--- config.mk ---
export PLATFORM = sky130hd
export DESIGN_NAME = sensor_readout
export DESIGN_NICKNAME = d
export VERILOG_FILES = /design/src/include/readout_pkg.sv /design/src/hw/sensor_readout.sv /design/src/hw/pin_sync.sv
export SDC_FILE = /design/constraint.sdc
export NUM_CORES = 1
export LEC_CHECK = 0
export BUFFER_PORTS_ARGS = -buffer_cell sky130_fd_sc_hd__buf_2
export CORE_MARGIN = 4
export CORE_UTILIZATION = 40
export DETAILED_ROUTE_END_ITERATION = 7
export SKIP_CTS_REPAIR_TIMING = 1
export SLEW_MARGIN = 25
export SYNTH_ARGS = -nofsm -noshare
export SYNTH_HDL_FRONTEND = slang
export SYNTH_HIERARCHICAL = 1
export SYNTH_SLANG_ARGS = --single-unit
--- constraint.sdc ---
create_clock -name i_clk_sys -period 18.1 [get_ports i_clk_sys]
set_clock_uncertainty 0.2 [all_clocks]
set_input_delay 0.905 -clock i_clk_sys [delete_from_list [all_inputs] [get_ports i_clk_sys]]
set_output_delay 0.905 -clock i_clk_sys [all_outputs]
set_load 0.02 [all_outputs]
--- src/include/readout_pkg.sv ---
// Behaviour
// - master clock comes from a PLL fed by a 6 to 40 MHz reference clock
// - by default one pixel leaves on every pixel clock period
// - rows are reset, then read later; exposure is the reset-to-read gap
// - every pixel sample is a 10-bit unsigned value
// - control and status registers are 16 bits wide, reached by the host
// - pixel stream carries a line qualifier and a frame qualifier
// - Bayer colours: even rows green/red, odd rows blue/green
// - array spans 1688 columns by 1256 rows; counters cover it all
// - first 52 and last 4 columns, top and bottom 20 rows shielded
// - default window 1600 by 1200 starting at row 28, column 60
// - boundary option widens the window by 4 pixels on every side
// - mirrored axis shifts the window start by 1 to keep colour order
// - progressive row readout; first pixel read is array pixel (52,20)
// - programmable horizontal and vertical blanking; line qualifier only on image
// - with firmware off the host writes readout settings and they apply
// - while line qualifier is high, one pixel word per pixel clock
// - pixel clock output keeps toggling through all blanking
package readout_pkg;

  // ****************************************************************
  // widths
  // ****************************************************************
  localparam int PIX_W  = 10;
  localparam int REG_W  = 16;
  localparam int ADDR_W = 8;
  localparam int POS_W  = 11;

  // ****************************************************************
  // array geometry
  // ****************************************************************
  localparam logic [10:0] ARRAY_COLS      = 11'h0698; // 1688
  localparam logic [10:0] ARRAY_ROWS      = 11'h04E8; // 1256
  localparam logic [10:0] BLACK_LEAD_COLS = 11'h0034; // 52
  localparam logic [10:0] BLACK_TAIL_COLS = 11'h0004; // 4
  localparam logic [10:0] BLACK_ROWS      = 11'h0014; // 20
  localparam logic [10:0] WIN_W           = 11'h0640; // 1600
  localparam logic [10:0] WIN_H           = 11'h04B0; // 1200
  localparam logic [10:0] WIN_ROW0        = 11'h001C; // 28
  localparam logic [10:0] WIN_COL0        = 11'h003C; // 60
  localparam logic [10:0] BORDER          = 11'h0004; // 4
  localparam logic [10:0] MIRROR_SHIFT    = 11'h0001; // 1
  localparam logic [10:0] SCAN_ROW0       = 11'h0014; // 20
  localparam logic [10:0] SCAN_COL0       = 11'h0034; // 52

  // ****************************************************************
  // register map
  // ****************************************************************
  localparam logic [7:0] REG_CTRL   = 8'h00;
  localparam logic [7:0] REG_HBLANK = 8'h01;
  localparam logic [7:0] REG_VBLANK = 8'h02;
  localparam logic [7:0] REG_INTEG  = 8'h03;
  localparam logic [7:0] REG_STATUS = 8'h04;
  localparam logic [7:0] REG_REFCNT = 8'h05;
  localparam logic [7:0] REG_ROWPOS = 8'h06;
  localparam logic [7:0] REG_BLACK  = 8'h07;

  localparam logic [15:0] CTRL_RESET   = 16'h0001;
  localparam logic [15:0] HBLANK_RESET = 16'h015C; // 348 pixels
  localparam logic [15:0] VBLANK_RESET = 16'h0020; // 32 rows
  localparam logic [15:0] INTEG_RESET  = 16'h0010; // 16 rows

  localparam int CTRL_RUN        = 0;
  localparam int CTRL_BOUNDARY   = 1;
  localparam int CTRL_MIRROR_COL = 2;
  localparam int CTRL_MIRROR_ROW = 3;
  localparam int ST_REF_OK       = 0;
  localparam int ST_FRAME        = 1;
  localparam int ST_LINE         = 2;

  // ****************************************************************
  // colour codes {row parity, column parity}
  // ****************************************************************
  localparam logic [1:0] COLOR_GREEN_R = 2'h0;
  localparam logic [1:0] COLOR_RED     = 2'h1;
  localparam logic [1:0] COLOR_BLUE    = 2'h2;
  localparam logic [1:0] COLOR_GREEN_B = 2'h3;

  // ****************************************************************
  // timing
  // ****************************************************************
  localparam int SYS_HZ      = 100_000_000;
  localparam int REF_MIN_HZ  = 6_000_000;
  localparam int REF_MAX_HZ  = 40_000_000;
  localparam int REF_AVG     = 8; // reference periods per measurement
  localparam int REF_CNT_MIN = (REF_AVG * SYS_HZ + REF_MAX_HZ - 1) / REF_MAX_HZ;
  localparam int REF_CNT_MAX = (REF_AVG * SYS_HZ) / REF_MIN_HZ;
  localparam int PIX_DIV     = 2; // system cycles per pixel clock
  localparam int BLACK_SCALE = 6; // fraction bits of the black level
  localparam int BLACK_SHIFT = 4; // averaging weight of the black level

endpackage

--- src/hw/sensor_readout.sv ---
// Local design decisions: the register offsets and strobed register access.
`timescale 1ns/1ps
`default_nettype none
module sensor_readout #(
  parameter int PIX_DIV = readout_pkg::PIX_DIV
) (
  input  wire logic        i_clk_sys,         // master clock, 100 MHz
  input  wire logic        i_nrst,            // synchronous reset, active low
  input  wire logic        i_ref_clk,         // reference clock pin
  input  wire logic        i_fw_active,       // firmware owns the settings
  input  wire logic [7:0]  i_addr,            // register address
  input  wire logic [15:0] i_wr_data,         // register write data
  input  wire logic        i_wr_stb,          // register write strobe
  input  wire logic        i_rd_stb,          // register read strobe
  output logic      [15:0] o_rd_data,         // read data, one cycle later
  input  wire logic [9:0]  i_pix_data,        // sample of the addressed pixel
  output logic      [10:0] o_row_addr,        // row being read
  output logic      [10:0] o_col_addr,        // column being read
  output logic             o_row_read_stb,    // pulse: row read starts
  output logic             o_row_reset_stb,   // pulse: row reset
  output logic      [10:0] o_row_reset_addr,  // row being reset
  output logic             o_pixel_clock_out, // free-running pixel clock
  output logic      [9:0]  o_pix_data,        // pixel word
  output logic      [1:0]  o_pix_color,       // Bayer colour of the word
  output logic             o_line_valid,      // line qualifier
  output logic             o_frame_valid,     // frame qualifier
  output logic             o_ref_ok           // reference in range, pll usable
);

  typedef enum logic [1:0] {ST_IDLE, ST_LINE, ST_HBLANK, ST_VBLANK} rd_state_e;

  // ****************************************************************
  // reference clock check
  // ****************************************************************
  logic       ref_rise;
  logic [7:0] ref_cyc;
  logic [7:0] next_ref_cyc;
  logic [2:0] ref_per;
  logic [2:0] next_ref_per;
  logic [7:0] ref_meas;
  logic [7:0] next_ref_meas;
  logic       next_ref_ok;

  pin_sync u_ref_sync (
    .i_clk_sys (i_clk_sys),
    .i_nrst    (i_nrst),
    .i_pin     (i_ref_clk),
    .o_level   (),
    .o_rise    (ref_rise)
  );

  // count system cycles over eight reference periods and range-check them
  always_comb begin
    next_ref_cyc  = ref_cyc;
    next_ref_per  = ref_per;
    next_ref_meas = ref_meas;
    next_ref_ok   = o_ref_ok;
    if (ref_cyc == 8'h00) begin
      // count from the first reference edge, so every window spans whole periods
      if (ref_rise) begin
        next_ref_cyc = 8'h01;
      end
    end else if (ref_cyc != 8'hFF) begin
      next_ref_cyc = ref_cyc + 8'h01;
    end else begin
      next_ref_ok   = 1'b0;
      next_ref_meas = 8'hFF;
    end
    if (ref_rise && (ref_cyc != 8'h00)) begin
      next_ref_per = ref_per + 3'h1;
      if (ref_per == 3'(readout_pkg::REF_AVG - 1)) begin
        next_ref_meas = ref_cyc;
        next_ref_cyc  = 8'h01;
        next_ref_ok   = (ref_cyc >= 8'(readout_pkg::REF_CNT_MIN)) &&
                        (ref_cyc <= 8'(readout_pkg::REF_CNT_MAX));
      end
    end
  end

  // register stage
  always_ff @(posedge i_clk_sys) begin
    if (!i_nrst) begin
      ref_cyc  <= 8'h00;
      ref_per  <= 3'h0;
      ref_meas <= 8'h00;
      o_ref_ok <= 1'b0;
    end else begin
      ref_cyc  <= next_ref_cyc;
      ref_per  <= next_ref_per;
      ref_meas <= next_ref_meas;
      o_ref_ok <= next_ref_ok;
    end
  end

  // ****************************************************************
  // register file
  // ****************************************************************
  logic [15:0] ctrl;
  logic [15:0] next_ctrl;
  logic [15:0] hblank;
  logic [15:0] next_hblank;
  logic [15:0] vblank;
  logic [15:0] next_vblank;
  logic [15:0] integ;
  logic [15:0] next_integ;
  logic [15:0] next_rd_data;
  logic [15:0] black_level;
  logic        host_wr;

  assign host_wr = i_wr_stb & ~i_fw_active;

  // host writes land only while firmware is off; reads answer next cycle
  always_comb begin
    next_ctrl    = ctrl;
    next_hblank  = hblank;
    next_vblank  = vblank;
    next_integ   = integ;
    next_rd_data = 16'h0000;
    if (host_wr) begin
      case (i_addr)
        readout_pkg::REG_CTRL:   next_ctrl   = i_wr_data & 16'h000F;
        readout_pkg::REG_HBLANK: next_hblank = i_wr_data;
        readout_pkg::REG_VBLANK: next_vblank = i_wr_data;
        readout_pkg::REG_INTEG:  next_integ  = i_wr_data;
        default:                 next_integ  = integ;
      endcase
    end
    if (i_rd_stb) begin
      case (i_addr)
        readout_pkg::REG_CTRL:   next_rd_data = ctrl;
        readout_pkg::REG_HBLANK: next_rd_data = hblank;
        readout_pkg::REG_VBLANK: next_rd_data = vblank;
        readout_pkg::REG_INTEG:  next_rd_data = integ;
        readout_pkg::REG_STATUS: next_rd_data = {13'h0000, o_line_valid, o_frame_valid,
                                                 o_ref_ok};
        readout_pkg::REG_REFCNT: next_rd_data = {8'h00, ref_meas};
        readout_pkg::REG_ROWPOS: next_rd_data = {5'h00, o_row_addr};
        readout_pkg::REG_BLACK:  next_rd_data = {6'h00, black_level[15:6]};
        default:                 next_rd_data = 16'h0000;
      endcase
    end
  end

  // register stage
  always_ff @(posedge i_clk_sys) begin
    if (!i_nrst) begin
      ctrl      <= readout_pkg::CTRL_RESET;
      hblank    <= readout_pkg::HBLANK_RESET;
      vblank    <= readout_pkg::VBLANK_RESET;
      integ     <= readout_pkg::INTEG_RESET;
      o_rd_data <= 16'h0000;
    end else begin
      ctrl      <= next_ctrl;
      hblank    <= next_hblank;
      vblank    <= next_vblank;
      integ     <= next_integ;
      o_rd_data <= next_rd_data;
    end
  end

  // ****************************************************************
  // readout sequencer
  // ****************************************************************
  rd_state_e   state;
  rd_state_e   next_state;
  logic [7:0]  div_cnt;
  logic [7:0]  next_div_cnt;
  logic        tick;
  logic        next_pclk;
  logic [10:0] row;
  logic [10:0] next_row;
  logic [10:0] col;
  logic [10:0] next_col;
  logic [16:0] pcnt;
  logic [16:0] next_pcnt;
  logic [15:0] vb_cnt;
  logic [15:0] next_vb_cnt;
  logic        lead;
  logic        next_lead;
  logic [3:0]  live;                      // run, boundary, mirror col, mirror row
  logic [3:0]  next_live;
  logic [15:0] live_hb;
  logic [15:0] next_live_hb;
  logic [15:0] live_vb;
  logic [15:0] next_live_vb;
  logic [15:0] live_integ;
  logic [15:0] next_live_integ;
  logic [10:0] win_w;
  logic [10:0] win_h;
  logic [10:0] row_first;
  logic [10:0] row_last;
  logic [10:0] col_first;
  logic [10:0] col_last;
  logic        last_row;
  logic        cap_valid;
  logic        cap_black;
  logic        fv_cur;
  logic [9:0]  next_pix;
  logic [1:0]  next_color;
  logic        next_lv;
  logic        next_fv;
  logic [15:0] next_black;
  logic [16:0] black_diff;
  logic        next_rd_stb;
  logic        next_rst_stb;
  logic [10:0] next_rst_addr;

  // row reset leads the read row by the exposure, wrapping round the array
  function automatic logic [10:0] reset_row(input logic [10:0] r, input logic [15:0] e);
    logic [16:0] sum;
    sum = {6'h00, r} + {1'b0, e};
    if (sum >= {6'h00, readout_pkg::ARRAY_ROWS}) begin
      sum = sum - {6'h00, readout_pkg::ARRAY_ROWS};
    end
    return (sum >= {6'h00, readout_pkg::ARRAY_ROWS}) ? r : sum[10:0];
  endfunction

  // window geometry from the live settings
  always_comb begin
    win_w     = readout_pkg::WIN_W + (live[1] ? 11'(2 * readout_pkg::BORDER) : 11'h000);
    win_h     = readout_pkg::WIN_H + (live[1] ? 11'(2 * readout_pkg::BORDER) : 11'h000);
    row_first = readout_pkg::WIN_ROW0 - (live[1] ? readout_pkg::BORDER : 11'h000)
                + (live[3] ? readout_pkg::MIRROR_SHIFT : 11'h000);
    col_first = readout_pkg::WIN_COL0 - (live[1] ? readout_pkg::BORDER : 11'h000)
                + (live[2] ? readout_pkg::MIRROR_SHIFT : 11'h000);
    row_last  = row_first + win_h - 11'h001;
    col_last  = col_first + win_w - 11'h001;
    last_row  = !lead && (row == (live[3] ? row_first : row_last));
    cap_valid = (state == ST_LINE) && !lead;
    cap_black = (state == ST_HBLANK) &&
                (pcnt < 17'(readout_pkg::BLACK_LEAD_COLS + readout_pkg::BLACK_TAIL_COLS));
    fv_cur    = !lead && ((state == ST_LINE) || ((state == ST_HBLANK) && !last_row));
  end

  assign tick = (div_cnt == 8'(PIX_DIV - 1));

  // next state of the sequencer and of the pixel outputs
  always_comb begin
    next_div_cnt    = tick ? 8'h00 : div_cnt + 8'h01;
    next_pclk       = (next_div_cnt >= 8'(PIX_DIV / 2));
    next_state      = state;
    next_row        = row;
    next_col        = col;
    next_pcnt       = pcnt;
    next_vb_cnt     = vb_cnt;
    next_lead       = lead;
    next_live       = live;
    next_live_hb    = live_hb;
    next_live_vb    = live_vb;
    next_live_integ = live_integ;
    next_pix        = o_pix_data;
    next_color      = o_pix_color;
    next_lv         = o_line_valid;
    next_fv         = o_frame_valid;
    next_black      = black_level;
    black_diff      = {1'b0, i_pix_data, 6'h00} - {1'b0, black_level};
    next_rd_stb     = 1'b0;
    next_rst_stb    = 1'b0;
    next_rst_addr   = o_row_reset_addr;
    if (tick) begin
      // capture the sample of the address presented over the past period
      next_pix   = cap_valid ? i_pix_data : 10'h000;
      next_lv    = cap_valid;
      next_fv    = fv_cur;
      next_color = {row[0], col[0]};
      if (cap_black) begin
        next_black = black_level + 16'($signed(black_diff) >>> readout_pkg::BLACK_SHIFT);
      end
      case (state)
        ST_IDLE: begin
          if (ctrl[readout_pkg::CTRL_RUN] && o_ref_ok) begin
            next_live       = ctrl[3:0];
            next_live_hb    = hblank;
            next_live_vb    = vblank;
            next_live_integ = integ;
            next_lead       = 1'b1;
            next_row        = readout_pkg::SCAN_ROW0;
            next_col        = readout_pkg::SCAN_COL0;
            next_pcnt       = 17'h00000;
            next_state      = ST_LINE;
          end
        end
        ST_LINE: begin
          next_col  = (live[2] && !lead) ? col - 11'h001 : col + 11'h001;
          next_pcnt = pcnt + 17'h00001;
          if (pcnt == {6'h00, win_w - 11'h001}) begin
            next_pcnt  = 17'h00000;
            next_col   = 11'h000;
            next_state = ST_HBLANK;
          end
        end
        ST_HBLANK: begin
          next_pcnt = pcnt + 17'h00001;
          if (next_pcnt < 17'(readout_pkg::BLACK_LEAD_COLS)) begin
            next_col = next_pcnt[10:0];
          end else if (next_pcnt < 17'(readout_pkg::BLACK_LEAD_COLS +
                                      readout_pkg::BLACK_TAIL_COLS)) begin
            next_col = readout_pkg::ARRAY_COLS - readout_pkg::BLACK_TAIL_COLS
                       + next_pcnt[10:0] - readout_pkg::BLACK_LEAD_COLS;
          end
          // past the shielded columns the column holds, staying inside the array
          if (next_pcnt >= {1'b0, live_hb}) begin
            next_pcnt  = 17'h00000;
            next_state = ST_LINE;
            next_col   = live[2] ? col_last : col_first;
            if (lead) begin
              if (row + 11'h001 >= row_first) begin
                next_lead = 1'b0;
                next_row  = live[3] ? row_last : row_first;
              end else begin
                next_row = row + 11'h001;
                next_col = readout_pkg::SCAN_COL0;
              end
            end else if (last_row) begin
              next_state  = (live_vb == 16'h0000) ? ST_IDLE : ST_VBLANK;
              next_vb_cnt = 16'h0000;
            end else begin
              next_row = live[3] ? row - 11'h001 : row + 11'h001;
            end
          end
        end
        ST_VBLANK: begin
          next_pcnt = pcnt + 17'h00001;
          if (pcnt == {6'h00, win_w} + {1'b0, live_hb} - 17'h00001) begin
            next_pcnt   = 17'h00000;
            next_vb_cnt = vb_cnt + 16'h0001;
            if (vb_cnt == live_vb - 16'h0001) begin
              next_state = ST_IDLE;
            end
          end
        end
        default: next_state = ST_IDLE;
      endcase
      // each new row: read it now, reset the row exposure rows below it, read that many rows later unless rows are mirrored
      if ((next_state == ST_LINE) && (state != ST_LINE)) begin
        next_rd_stb   = 1'b1;
        next_rst_stb  = 1'b1;
        next_rst_addr = reset_row(next_row, (state == ST_IDLE) ? integ : live_integ);
      end
    end
  end

  assign o_row_addr = row;
  assign o_col_addr = col;

  // register stage
  always_ff @(posedge i_clk_sys) begin
    if (!i_nrst) begin
      div_cnt           <= 8'h00;
      o_pixel_clock_out <= 1'b0;
      state             <= ST_IDLE;
      row               <= 11'h000;
      col               <= 11'h000;
      pcnt              <= 17'h00000;
      vb_cnt            <= 16'h0000;
      lead              <= 1'b0;
      live              <= 4'h0;
      live_hb           <= readout_pkg::HBLANK_RESET;
      live_vb           <= readout_pkg::VBLANK_RESET;
      live_integ        <= readout_pkg::INTEG_RESET;
      o_pix_data        <= 10'h000;
      o_pix_color       <= 2'h0;
      o_line_valid      <= 1'b0;
      o_frame_valid     <= 1'b0;
      black_level       <= 16'h0000;
      o_row_read_stb    <= 1'b0;
      o_row_reset_stb   <= 1'b0;
      o_row_reset_addr  <= 11'h000;
    end else begin
      div_cnt           <= next_div_cnt;
      o_pixel_clock_out <= next_pclk;
      state             <= next_state;
      row               <= next_row;
      col               <= next_col;
      pcnt              <= next_pcnt;
      vb_cnt            <= next_vb_cnt;
      lead              <= next_lead;
      live              <= next_live;
      live_hb           <= next_live_hb;
      live_vb           <= next_live_vb;
      live_integ        <= next_live_integ;
      o_pix_data        <= next_pix;
      o_pix_color       <= next_color;
      o_line_valid      <= next_lv;
      o_frame_valid     <= next_fv;
      black_level       <= next_black;
      o_row_read_stb    <= next_rd_stb;
      o_row_reset_stb   <= next_rst_stb;
      o_row_reset_addr  <= next_rst_addr;
    end
  end

endmodule
`default_nettype wire

--- src/hw/pin_sync.sv ---
`timescale 1ns/1ps
`default_nettype none
module pin_sync (
  input  wire logic i_clk_sys, // system clock
  input  wire logic i_nrst,    // synchronous reset, active low
  input  wire logic i_pin,     // asynchronous pin
  output logic      o_level,   // filtered level
  output logic      o_rise     // one-cycle pulse on a rising change
);

  logic [2:0] sync;
  logic [2:0] next_sync;
  logic       next_level;
  logic       next_rise;

  // ****************************************************************
  // three stages; a change counts once stages two and three agree
  // ****************************************************************
  always_comb begin
    next_sync  = {sync[1:0], i_pin};
    next_level = o_level;
    next_rise  = 1'b0;
    if (sync[1] == sync[2]) begin
      next_level = sync[2];
      next_rise  = sync[2] & ~o_level;
    end
  end

  // register stage
  always_ff @(posedge i_clk_sys) begin
    if (!i_nrst) begin
      sync    <= 3'h0;
      o_level <= 1'b0;
      o_rise  <= 1'b0;
    end else begin
      sync    <= next_sync;
      o_level <= next_level;
      o_rise  <= next_rise;
    end
  end

endmodule
`default_nettype wire

==> results.md, run 1 <==
* Total Routing Usage GR at between 20% and 30%
* Vias per cell at around 5.8
* Area Growth Syn to Fin at 11.7%
* Max frequency at between 0.1 and 0.15 GHz
* Clk sinks at 253
* Die Wd at 210 µm
* Num CTS Buffers at 31
* Setup crit start: pcnt[0]$_SDFFE_PN0P_
* Top FF cell, synth: dfxtp_1
* Hold Crit Class: reg2reg
* Most frequent cells in the layout: 330 x nand2_1, 253 x dfxtp_1, 208 x a21oi_1
* CP arrival at around 8.9 ns
* Die ar. at between 40000 and 50000 µm²
* Post-Route WL at 53200 µm
* Normalized max-slew margin at between 20 and 30%
* Power per Cell Area at roughly 80 nW/µm²
* Area leader, netlist: dfxtp_1
* Critical Path Sink Type: register
* Largest net degree at the start of global routing at between 100 and 150
* Unique masters post-synth at 94
* Diodes inserted at 0
* Ys Warns at 6
* Slew Limit Fails at 0
* Max-cap violations at 0
* Largest cells by area after synthesis: dfxtp_1 31%, ha_1 7.7%, nand2_1 7.6%, a21oi_1 6.4%, xnor2_1 4.8%
* Worst setup path endpoint: o_row_reset_addr[2]$_SDFFE_PN0P_
* Ports at 107
* Worst Reg-to-Reg Cells at 32
* Max IR drop VDD at between 0.07 and 0.08 mV
* Via count at 15.8k
* Share of cells above drive strength 1 at 10.6%
* Unrepaired setup endpoints after global routing: no
* Placed cells at approximately 2.6k
* Synth Net Count at approximately 2.3k
* Reg2reg setup slack at around 9.5 ns
* Global-route wire length before repair at about 84000 µm
* Router iterations before antenna repair at 6
* Outcome: completed
* Largest stage delay on the critical path at roughly 0.7 ns
* Clock slew at reported path FFs at 0.06 ns
* Post-DRT Antenna Nets at 0
* Critical Path Source Type: register
* Crit path top cell by count: ha_1
* Clk Latency, worst-skew pair at about 0.58 ns
* Leakage Power at ~7.0 nW
* CP max-delay cell: o22ai_1
* H-tree level count at 1
* # DRC at 0
* Maximum buffer depth of the clock tree at 3
* GRT Residual Overflow at 0
* Minimum clock period after layout at 8.63 ns
* Root buffer cell: clkbuf_16
* Most common cell after layout, fill and taps aside: nand2_1
* GPL Wtd Cong at 0.929
* Initial core utilization at around two fifths
* Setup tns final at 0 ns
* Post-Syn Area per Cell at 7.69 µm²
* Die H at between 200 and 250 µm
* Reg2reg start: pcnt[0]$_SDFFE_PN0P_
* Standard-cell rows at 73
* #FFs+latches synth at around 250
* PortBufs at roughly 110
* Vias in the first global route at about 15k
* Least-Margin Pin Slew at between 1 and 1.5 ns
* Asr flop ratio synth at 0%
* CP required at roughly 18 ns
* Critical path class: reg2reg
* NumNets Final at about 2.3k
* Starting DRT DRC Count at around 1.4k
* CTS tree: yes
* Core ar. at between 40000 and 50000 µm²
* Share of Yosys cell area claimed by the top area cell type at 31.0%
* Placed Area at approximately 17000 µm²
* Synthesized area at roughly 16000 µm²
* Finished Cell Area at between 15000 and 20000 µm²
* Critical R2R Capture: o_row_reset_addr[2]$_SDFFE_PN0P_
* Initial antenna violation count at 4
* Final setup viols at 0
* Hpwl dp at 39800 µm
* Hold WS at 0.250 ns
* Fin crit share at a little under half
* Routed WL per cell at between 15 and 20 µm
* Final core utilization at 45.5%
* Final hold violations at 0
* EDFF count, synth at 0
* Sequential share of the synthesized area at 31.0%
* Crit-path max FO at 17
* Synth Instances at around 2.1k
* Non-Filler Instances at around 2.7k
-- metal layers --
metal / up-vias / routed length, µm / track usage (%)
met4: 6 / 1660 / 7.13
met1: 7496 / 23700 / 31.7
met5: - / 47 / 0
met3: 107 / 3420 / 3.26
li1: 7626 / - / -
met2: 532 / 24400 / 37.8
-- logic make-up after synthesis --
kind of cell | synth area share (%)
and+or+nand+nor | 24.3
DFF | 31.0
xor gates and xnor gates | 7.24
muxes | 3.06
AOI/OAI and AO/OA | 21.1
buffers and inverters | 5.02
adders and majority gates | 8.23
-- area by class of cell --
class	instances	area (µm²)
fill	4069	21900
clock inverter	16	215
tap	525	657
timing repair buffer	118	621
sequential	253	5060
clock buffer	41	883
inverter	85	324
multi-input combinational	1663	10500
-- registers in the layout, summed over array words and instances, names as in the netlist, 2 cells and up --
signal,count
pcnt,17
black_level,16
hblank,16
integ,16
live_hb,16
live_integ,16
live_vb,16
o_rd_data,16
vb_cnt,16
vblank,16
o_col_addr,11
o_row_addr,11
o_row_reset_addr,11
o_pix_data,10
div_cnt,8
ref_cyc,8
ref_meas,8
ctrl,4
live,3
ref_per,3
u_ref_sync/sync,3
o_pix_color,2
state,2
-- critical path, delay by kind of cell (launching register included) --
kind | cells | cell delay, ns
AOI/OAI and AO/OA | 11 | 3.54
and+or+nand+nor | 10 | 2.07
adders and majority gates | 5 | 1.40
DFF | 1 | 0.42
buffers and inverters | 3 | 0.39
xor gates and xnor gates | 2 | 0.32
muxes | 1 | 0.17
-- power breakdown --
group          leakage [nW]  switching [mW]  internal (mW)
combinational          4.42           0.137         0.0696
clock                 0.533           0.260          0.402
sequential             2.04          0.0238          0.566
-- synthesized netlist by cell type, types with 6 or more instances --
| cell type | count |
|---|---|
| nand2_1 | 330 |
| dfxtp_1 | 253 |
| a21oi_1 | 208 |
| nor2_1 | 184 |
| ha_1 | 101 |
| clkbuf_1 | 96 |
| nand3_1 | 91 |
| xnor2_1 | 89 |
| inv_1 | 83 |
| nor3_1 | 58 |
| a22oi_1 | 55 |
| o21ai_0 | 53 |
| xor2_1 | 46 |
| mux2i_1 | 27 |
| nand4_1 | 26 |
| a211oi_1 | 23 |
| a31oi_1 | 21 |
| a21o_1 | 20 |
| and3_1 | 18 |
| mux2_2 | 18 |
| nor2b_1 | 18 |
| nor4_1 | 18 |
| o211ai_1 | 17 |
| o22ai_1 | 17 |
| nand2b_1 | 15 |
| and2_1 | 14 |
| o31ai_1 | 13 |
| buf_1 | 12 |
| or3_1 | 12 |
| or4_1 | 11 |
| o21a_1 | 10 |
| buf_2 | 9 |
| nor3b_1 | 9 |
| o2111ai_1 | 9 |
| a21boi_0 | 7 |
| nand3b_1 | 7 |
| or2_2 | 7 |
| a211o_1 | 6 |
| nand4b_1 | 6 |
-- worst min path at each step --
stage / cells past startpoint / end / from
2_1_floorplan: 1 / u_ref_sync/sync[1]$_SDFF_PN0_ / u_ref_sync/sync[0]$_SDFF_PN0_
3_3_place_gp: 1 / u_ref_sync/sync[1]$_SDFF_PN0_ / u_ref_sync/sync[0]$_SDFF_PN0_
3_5_place_dp: 1 / u_ref_sync/sync[1]$_SDFF_PN0_ / u_ref_sync/sync[0]$_SDFF_PN0_
4_1_cts: 2 / live_integ[0]$_SDFFE_PN0P_ / live_integ[0]$_SDFFE_PN0P_
5_1_grt: 2 / o_pix_data[8]$_SDFFE_PN0P_ / o_pix_data[8]$_SDFFE_PN0P_
6_report: 1 / u_ref_sync/sync[1]$_SDFF_PN0_ / u_ref_sync/sync[0]$_SDFF_PN0_
-- stage by stage --
stage          total power, mW  worst slack (ns)
3_3_place_gp             0.804             10.10
4_1_cts                   1.47              9.68
5_1_grt                   1.51              8.86
2_1_floorplan            0.738             11.30
3_5_place_dp             0.805              9.77
6_report                  1.46              9.47
No activity file was read; power rests on OpenSTA's default activity.
==> run 2, diff against run 1 <==
==> constraint.sdc (replaced) <==
create_clock -name i_clk_sys -period 9 [get_ports i_clk_sys]
set_clock_uncertainty 0.2 [all_clocks]
set_input_delay 0.45 -clock i_clk_sys [delete_from_list [all_inputs] [get_ports i_clk_sys]]
set_output_delay 0.45 -clock i_clk_sys [all_outputs]
set_load 0.02 [all_outputs]
==> run 2 against run 1 <==
Non-clock buffer count grew 30. Via count is 0.27% higher. Core utilization up 0.63 points. Combinational power is 110% higher. Critical path depth stayed put. Clock-buffer cell count stayed put. Die area stayed put. Setup slack lost 8.7 ns. Global-route usage grew 0.21 points. Cell area increased by 1.4%. Sequential power is 100% higher. Sequential share of layout area fell by 0.38 points. Critical endpoint is now o_row_reset_addr[1]$_SDFFE_PN0P_.
==> results.md, run 2 (synthesis results as in run 1) <==
* Reg2reg start: pcnt[0]$_SDFFE_PN0P_
* Max-cap violations at 0
* # DRC at 0
* Top reg by flops: pcnt
* Fin crit share at between 90% and 100%
* Clock slew at reported path FFs at ~0.06 ns
* CP required at about 9.3 ns
* Power per Cell Area at roughly 160 nW/µm²
* Most frequent cells in the layout: 330 x nand2_1, 253 x dfxtp_1, 208 x a21oi_1
* Crit-path max FO at 17
* Num CTS Buffers at 30
* Core ar. at between 40000 and 50000 µm²
* Total Routing Usage GR at a little under a quarter
* Final core utilization at about 46%
* Critical path class: reg2reg
* Largest net degree at the start of global routing at 117
* Minimum clock period after layout at slightly above 8 ns
* Max frequency at roughly 0.12 GHz
* Final setup viols at 0
* Hold WS at 0.127 ns
* Hold Crit Class: in2reg
* Largest register FFs at 17
* NumNets Final at approximately 2.3k
* Outcome: completed
* Area Growth Syn to Fin at 13.2%
* Standard-cell rows at 73
* Clk sinks at about 250
* CP arrival at approximately 8.5 ns
* Setup crit start: pcnt[0]$_SDFFE_PN0P_
* PortBufs at 106
* Ports at 107
* Total power at 2.90 mW
* Setup tns final at 0 ns
* Clk Latency, worst-skew pair at about 0.61 ns
* Post-Route WL at roughly 54000 µm
* Die H at about 210 µm
* Max IR drop VDD at between 0.1 and 0.15 mV
* Least-Margin Pin Slew at approximately 1.1 ns
* Via count at about 16k
* CP max-delay cell: o41ai_1
* Diodes inserted at 0
* Largest stage delay on the critical path at 0.52 ns
* GPL Wtd Cong at around 0.95
* H-tree level count at 1
* Global-route wire length before repair at between 80000 and 90000 µm
* Finished Cell Area at around 18000 µm²
* Router iterations before antenna repair at 5
* Initial core utilization at 40.7%
* Vias in the first global route at about 15k
* Critical Path Sink Type: register
* Leakage Power at ~7.1 nW
* Critical Path Source Type: register
* Die ar. at roughly 44000 µm²
* Post-DRT Antenna Nets at 0
* CTS tree: yes
* Hpwl dp at 40000 µm
* Starting DRT DRC Count at around 1.3k
* Normalized max-slew margin at 27.3%
* Share of cells above drive strength 1 at 10.5%
* GRT Residual Overflow at 0
* Vias per cell at ~5.8
* Initial antenna violation count at 3
* Most common cell after layout, fill and taps aside: nand2_1
* Maximum buffer depth of the clock tree at 3
* Final hold violations at 0
* Min-delay src: i_fw_active
* Slew Limit Fails at 0
* Unrepaired setup endpoints after global routing: no
* Routed WL per cell at 19.8 µm
* Crit path top cell by count: ha_1
* Root buffer cell: clkbuf_16
* Placed Area at around 17000 µm²
* Die Wd at around 210 µm
==> run 2: cell types whose count changed in the layout (fill, tap and decap cells not counted) <==
cell,before,now
clkinv_4,1,0
dlygate4sd3_1,0,27
clkbuf_1,3,4
inv_8,1,0
clkbuf_16,31,30
o22ai_2,0,1
bufinv_16,4,3
inv_16,1,0
buf_4,12,15
o22ai_1,17,16
inv_6,1,2
clkinv_16,0,1
clkinvlp_4,4,5
==> run 2: area by class of cell <==
class / count / area, µm²
clock buffer: 41 / 862
clock inverter: 15 / 191
fill: 4004 / 21600
inverter: 85 / 324
multi-input combinational: 1663 / 10500
sequential: 253 / 5060
tap: 525 / 657
timing repair buffer: 148 / 913
==> run 2: critical path, delay by kind of cell, from the launching register on <==
kind / cells / cell delay (ns)
compound gates: 10 / 2.98
simple gates: 11 / 2.09
fa+ha+maj: 5 / 1.39
flops: 1 / 0.44
buf+inv: 3 / 0.38
mux: 1 / 0.37
xor+xnor: 2 / 0.30
==> run 2: final timing paths <==
check | to | slack [ns] | cells after the start
setup reg to reg | o_row_reset_addr[1]$_SDFFE_PN0P_ | 0.78 | 32
hold reg to reg | live_integ[9]$_SDFFE_PN0P_ | 0.25 | 2
hold / removal | ctrl[1]$_SDFFE_PN0P_ | 0.13 | 4
setup / recovery | o_row_reset_addr[1]$_SDFFE_PN0P_ | 0.78 | 32
==> run 2: metrics by stage <==
| step | cells | worst slack, ns |
|---|---|---|
| after global placement | 2647 | 0.975 |
| final | 2730 | 0.777 |
| after detailed placement | 2647 | 0.785 |
| after global routing | 2730 | 0.0467 |
| after floorplan | 2124 | 2.20 |
| after CTS | 2703 | 0.759 |
==> run 2: metal layers <==
layer  vias up  part of all wire, %  global-route usage, %  routed length [µm]
met1      7536                   44                   31.7               24000
met2       498                   47                   38.6               25200
met3        96                  6.3                   3.85                3410
li1       7676                    -                      -                   -
met4         4                  2.6                   6.10                1420
met5         -                0.048                      0                  26
==> run 2: report_power, final <==
group	internal, mW	switching [mW]
registers	1.14	0.0472
clock network	0.760	0.526
logic	0.151	0.278
==> run 3, diff against run 2 <==
--- a/config.mk
+++ b/config.mk
@@ -5,10 +5,11 @@
 export SDC_FILE = /design/constraint.sdc
 export NUM_CORES = 1
 export LEC_CHECK = 0
-export BUFFER_PORTS_ARGS = -buffer_cell sky130_fd_sc_hd__buf_2
+export ABC_AREA = 1
 export CORE_MARGIN = 4
 export CORE_UTILIZATION = 40
 export DETAILED_ROUTE_END_ITERATION = 7
+export DONT_BUFFER_PORTS = 1
 export SKIP_CTS_REPAIR_TIMING = 1
 export SLEW_MARGIN = 25
 export SYNTH_ARGS = -nofsm -noshare
==> run 3 against run 2 <==
Core utilization is 1.2 points lower. Sequential power is 4% lower. Total power is 12% lower. Register-to-register slack better by 0.73 ns. Clock power hardly changed. Non-clock buffer count is 104 lower. Highest routed layer unchanged. Cell area is 2.6% higher. Sequential cell count stayed put. Synthesized area is 5.1% higher. Die area is 4.9% higher. Sequential share of layout area is 0.70 points lower.
==> results.md, run 3 <==
* Final setup viols at 0
* Die H at 215 µm
* Most frequent cells in the layout: 565 x nand2_1, 361 x inv_1, 267 x nor2_1
* #FFs+latches synth at 253
* Power per Cell Area at between 100 and 150 nW/µm²
* Leakage Power at between 8 and 9 nW
* EDFF count, synth at 0
* Area Growth Syn to Fin at 10.6%
* Hold WS at about 0.026 ns
* Initial antenna violation count at 2
* Largest net degree at the start of global routing at around 160
* Minimum clock period after layout at 7.49 ns
* Final hold violations at 0
* Maximum buffer depth of the clock tree at 3
* Clk Latency, worst-skew pair at 0.61 ns
* Sequential share of the synthesized area at ~30%
* Starting DRT DRC Count at between 1k and 1.5k
* GRT Residual Overflow at 0
* Most common cell after layout, fill and taps aside: nand2_1
* Hold Crit Class: in2reg
* Setup tns final at 0 ns
* CTS tree: yes
* CP required at around 9 ns
* Total power at between 2 and 3 mW
* Outcome: completed
* Filler Cell Count at between 4k and 5k
* CP max-delay cell: clkinv_1
* Synthesized area at ~17000 µm²
* Vias per cell at 5.36
* Critical Path Source Type: register
* Max IR drop VDD at ~0.14 mV
* CP delay by family, top: simple AND/OR/NAND/NOR gates
* # DRC at 0
* Multi-input gate area at between 10000 and 15000 µm²
* Root buffer cell: clkbuf_16
* Ys Warns at 6
* Slew Limit Fails at 0
* PortBufs at 0
* Share of cells above drive strength 1 at around 4.6%
* Flip-flop and latch area at 5060 µm²
* Via count at ~17k
* GPL Wtd Cong at roughly 0.92
* Least-Margin Pin Slew at 0.836 ns
* Global-route wire length before repair at roughly 86000 µm
* Largest register FFs at 17
* Largest stage delay on the critical path at ~0.46 ns
* Unrepaired setup endpoints after global routing: no
* Post-DRT Antenna Nets at 0
* Fin crit share at around 83%
* Clk sinks at 253
* Initial core utilization at 40.6%
* Share of Yosys cell area claimed by the top area cell type at roughly 30%
* Critical path class: reg2reg
* Core ar. at roughly 42000 µm²
* Unique masters post-synth at between 50 and 60
* Crit-path max FO at 27
* Max frequency at 0.134 GHz
* Most numerous cell in the Yosys netlist: nand2_1
* Asr flop ratio synth at 0%
* Critical path buffers and inverters at 6
* Die ar. at 46300 µm²
* Max-cap violations at 0
* Hpwl dp at 41700 µm
* Synth Instances at approximately 2.6k
* Finished Cell Area at ~19000 µm²
* Standard-cell rows at 75
* NumNets Final at around 2.8k
* Ports at approximately 110
* Num CTS Buffers at 30
* Total Routing Usage GR at a little under a quarter
* Clock slew at reported path FFs at approximately 0.060 ns
* Post-Route WL at approximately 55000 µm
* Largest cells by area after synthesis: dfxtp_1 30%, nand2_1 12%, inv_1 7.9%, ha_1 7.4%, o21ai_0 6.5%
* Critical Path Sink Type: register
* Vias in the first global route at around 16k
* Die Wd at between 200 and 250 µm
* Placed Area at about 18000 µm²
* Area leader, netlist: dfxtp_1
* Post-synth top cells: 565 x nand2_1, 361 x inv_1, 268 x nor2_1
* H-tree level count at 1
* Synth Net Count at around 2.8k
* Routed WL per cell at about 17 µm
* Top reg by flops: pcnt
* Post-Syn Area per Cell at approximately 6.5 µm²
* Crit path top cell by count: nand2_1
* Normalized max-slew margin at between 40% and 50%
* CP arrival at 7.76 ns
* Router iterations before antenna repair at 6
* Top FF cell, synth: dfxtp_1
==> run 3: changes by cell type after synthesis, moves of 18 or more <==
cell,before,now
inv_1,83,361
nand2_1,330,565
o21ai_0,53,222
nor2_1,184,268
nand3_1,91,167
xnor2_1,89,23
a22oi_1,55,3
xor2_1,46,84
clkbuf_1,96,64
mux2i_1,27,0
a21o_1,20,1
mux2_2,18,0
nor2b_1,18,0
==> run 3: metrics by stage <==
step | utilization (%) | cells | worst slack, ns
2_1_floorplan | - | 2639 | 3.07
5_1_grt | 44.9 | 3195 | 0.633
3_3_place_gp | 41.6 | 3105 | 1.86
6_report | 44.9 | 3196 | 1.51
4_1_cts | 44.1 | 3161 | 1.55
3_5_place_dp | 41.6 | 3105 | 1.59
==> run 3: tightest hold or removal path, stage by stage <==
cell	delay [ns]
clkinv_1	0.04
nor2_1	0.10
nand2_1	0.08
o21ai_0	0.07
==> run 3: power breakdown <==
group,switching [mW],total (mW),internal [mW]
sequential,0.00779,1.14,1.13
combinational,0.100,0.151,0.0511
clock,0.522,1.28,0.753
==> run 3: kinds of logic after synthesis <==
kind of cell | count (synthesis) | share of synthesized area (%)
adder cells (fa/ha/maj) | 105 | 7.83
XOR/XNOR | 108 | 5.56
flip-flops | 253 | 29.5
buffers and inverters | 461 | 10.3
AO/OA/AOI/OAI | 550 | 17.7
AND/OR/NAND/NOR | 1162 | 29.0
==> run 3: area by class of cell <==
type | instances | share of cell area, %
Inverter | 377 | 7.46
Multi-Input combinational cell | 1925 | 54.5
Clock buffer | 39 | 4.45
Antenna cell | 2 | 0.0264
Clock inverter | 17 | 1.11
Tap cell | 539 | 3.55
Timing Repair Buffer | 44 | 2.27
Sequential cell | 253 | 26.7
==> run 3: metal layers <==
| metal | wire (µm) | vias to the layer above | track usage (%) |
|---|---|---|---|
| li1 | - | 8658 | - |
| met1 | 24400 | 7930 | 29.7 |
| met2 | 24900 | 464 | 36.5 |
| met3 | 3920 | 81 | 5.23 |
| met4 | 1790 | 2 | 7.56 |
| met5 | 13 | - | 0 |
==> run 3: final timing paths <==
kind	startpoint	endpoint	slack [ns]	cells past startpoint
worst max-delay path	pcnt[0]$_SDFFE_PN0P_	o_row_reset_addr[1]$_SDFFE_PN0P_	1.51	45
worst min-delay path	i_nrst	o_row_addr[10]$_SDFFE_PN0P_	0.03	4
worst max register to register	pcnt[0]$_SDFFE_PN0P_	o_row_reset_addr[1]$_SDFFE_PN0P_	1.51	45
worst min register to register	u_ref_sync/sync[0]$_SDFF_PN0_	u_ref_sync/sync[1]$_SDFF_PN0_	0.22	2
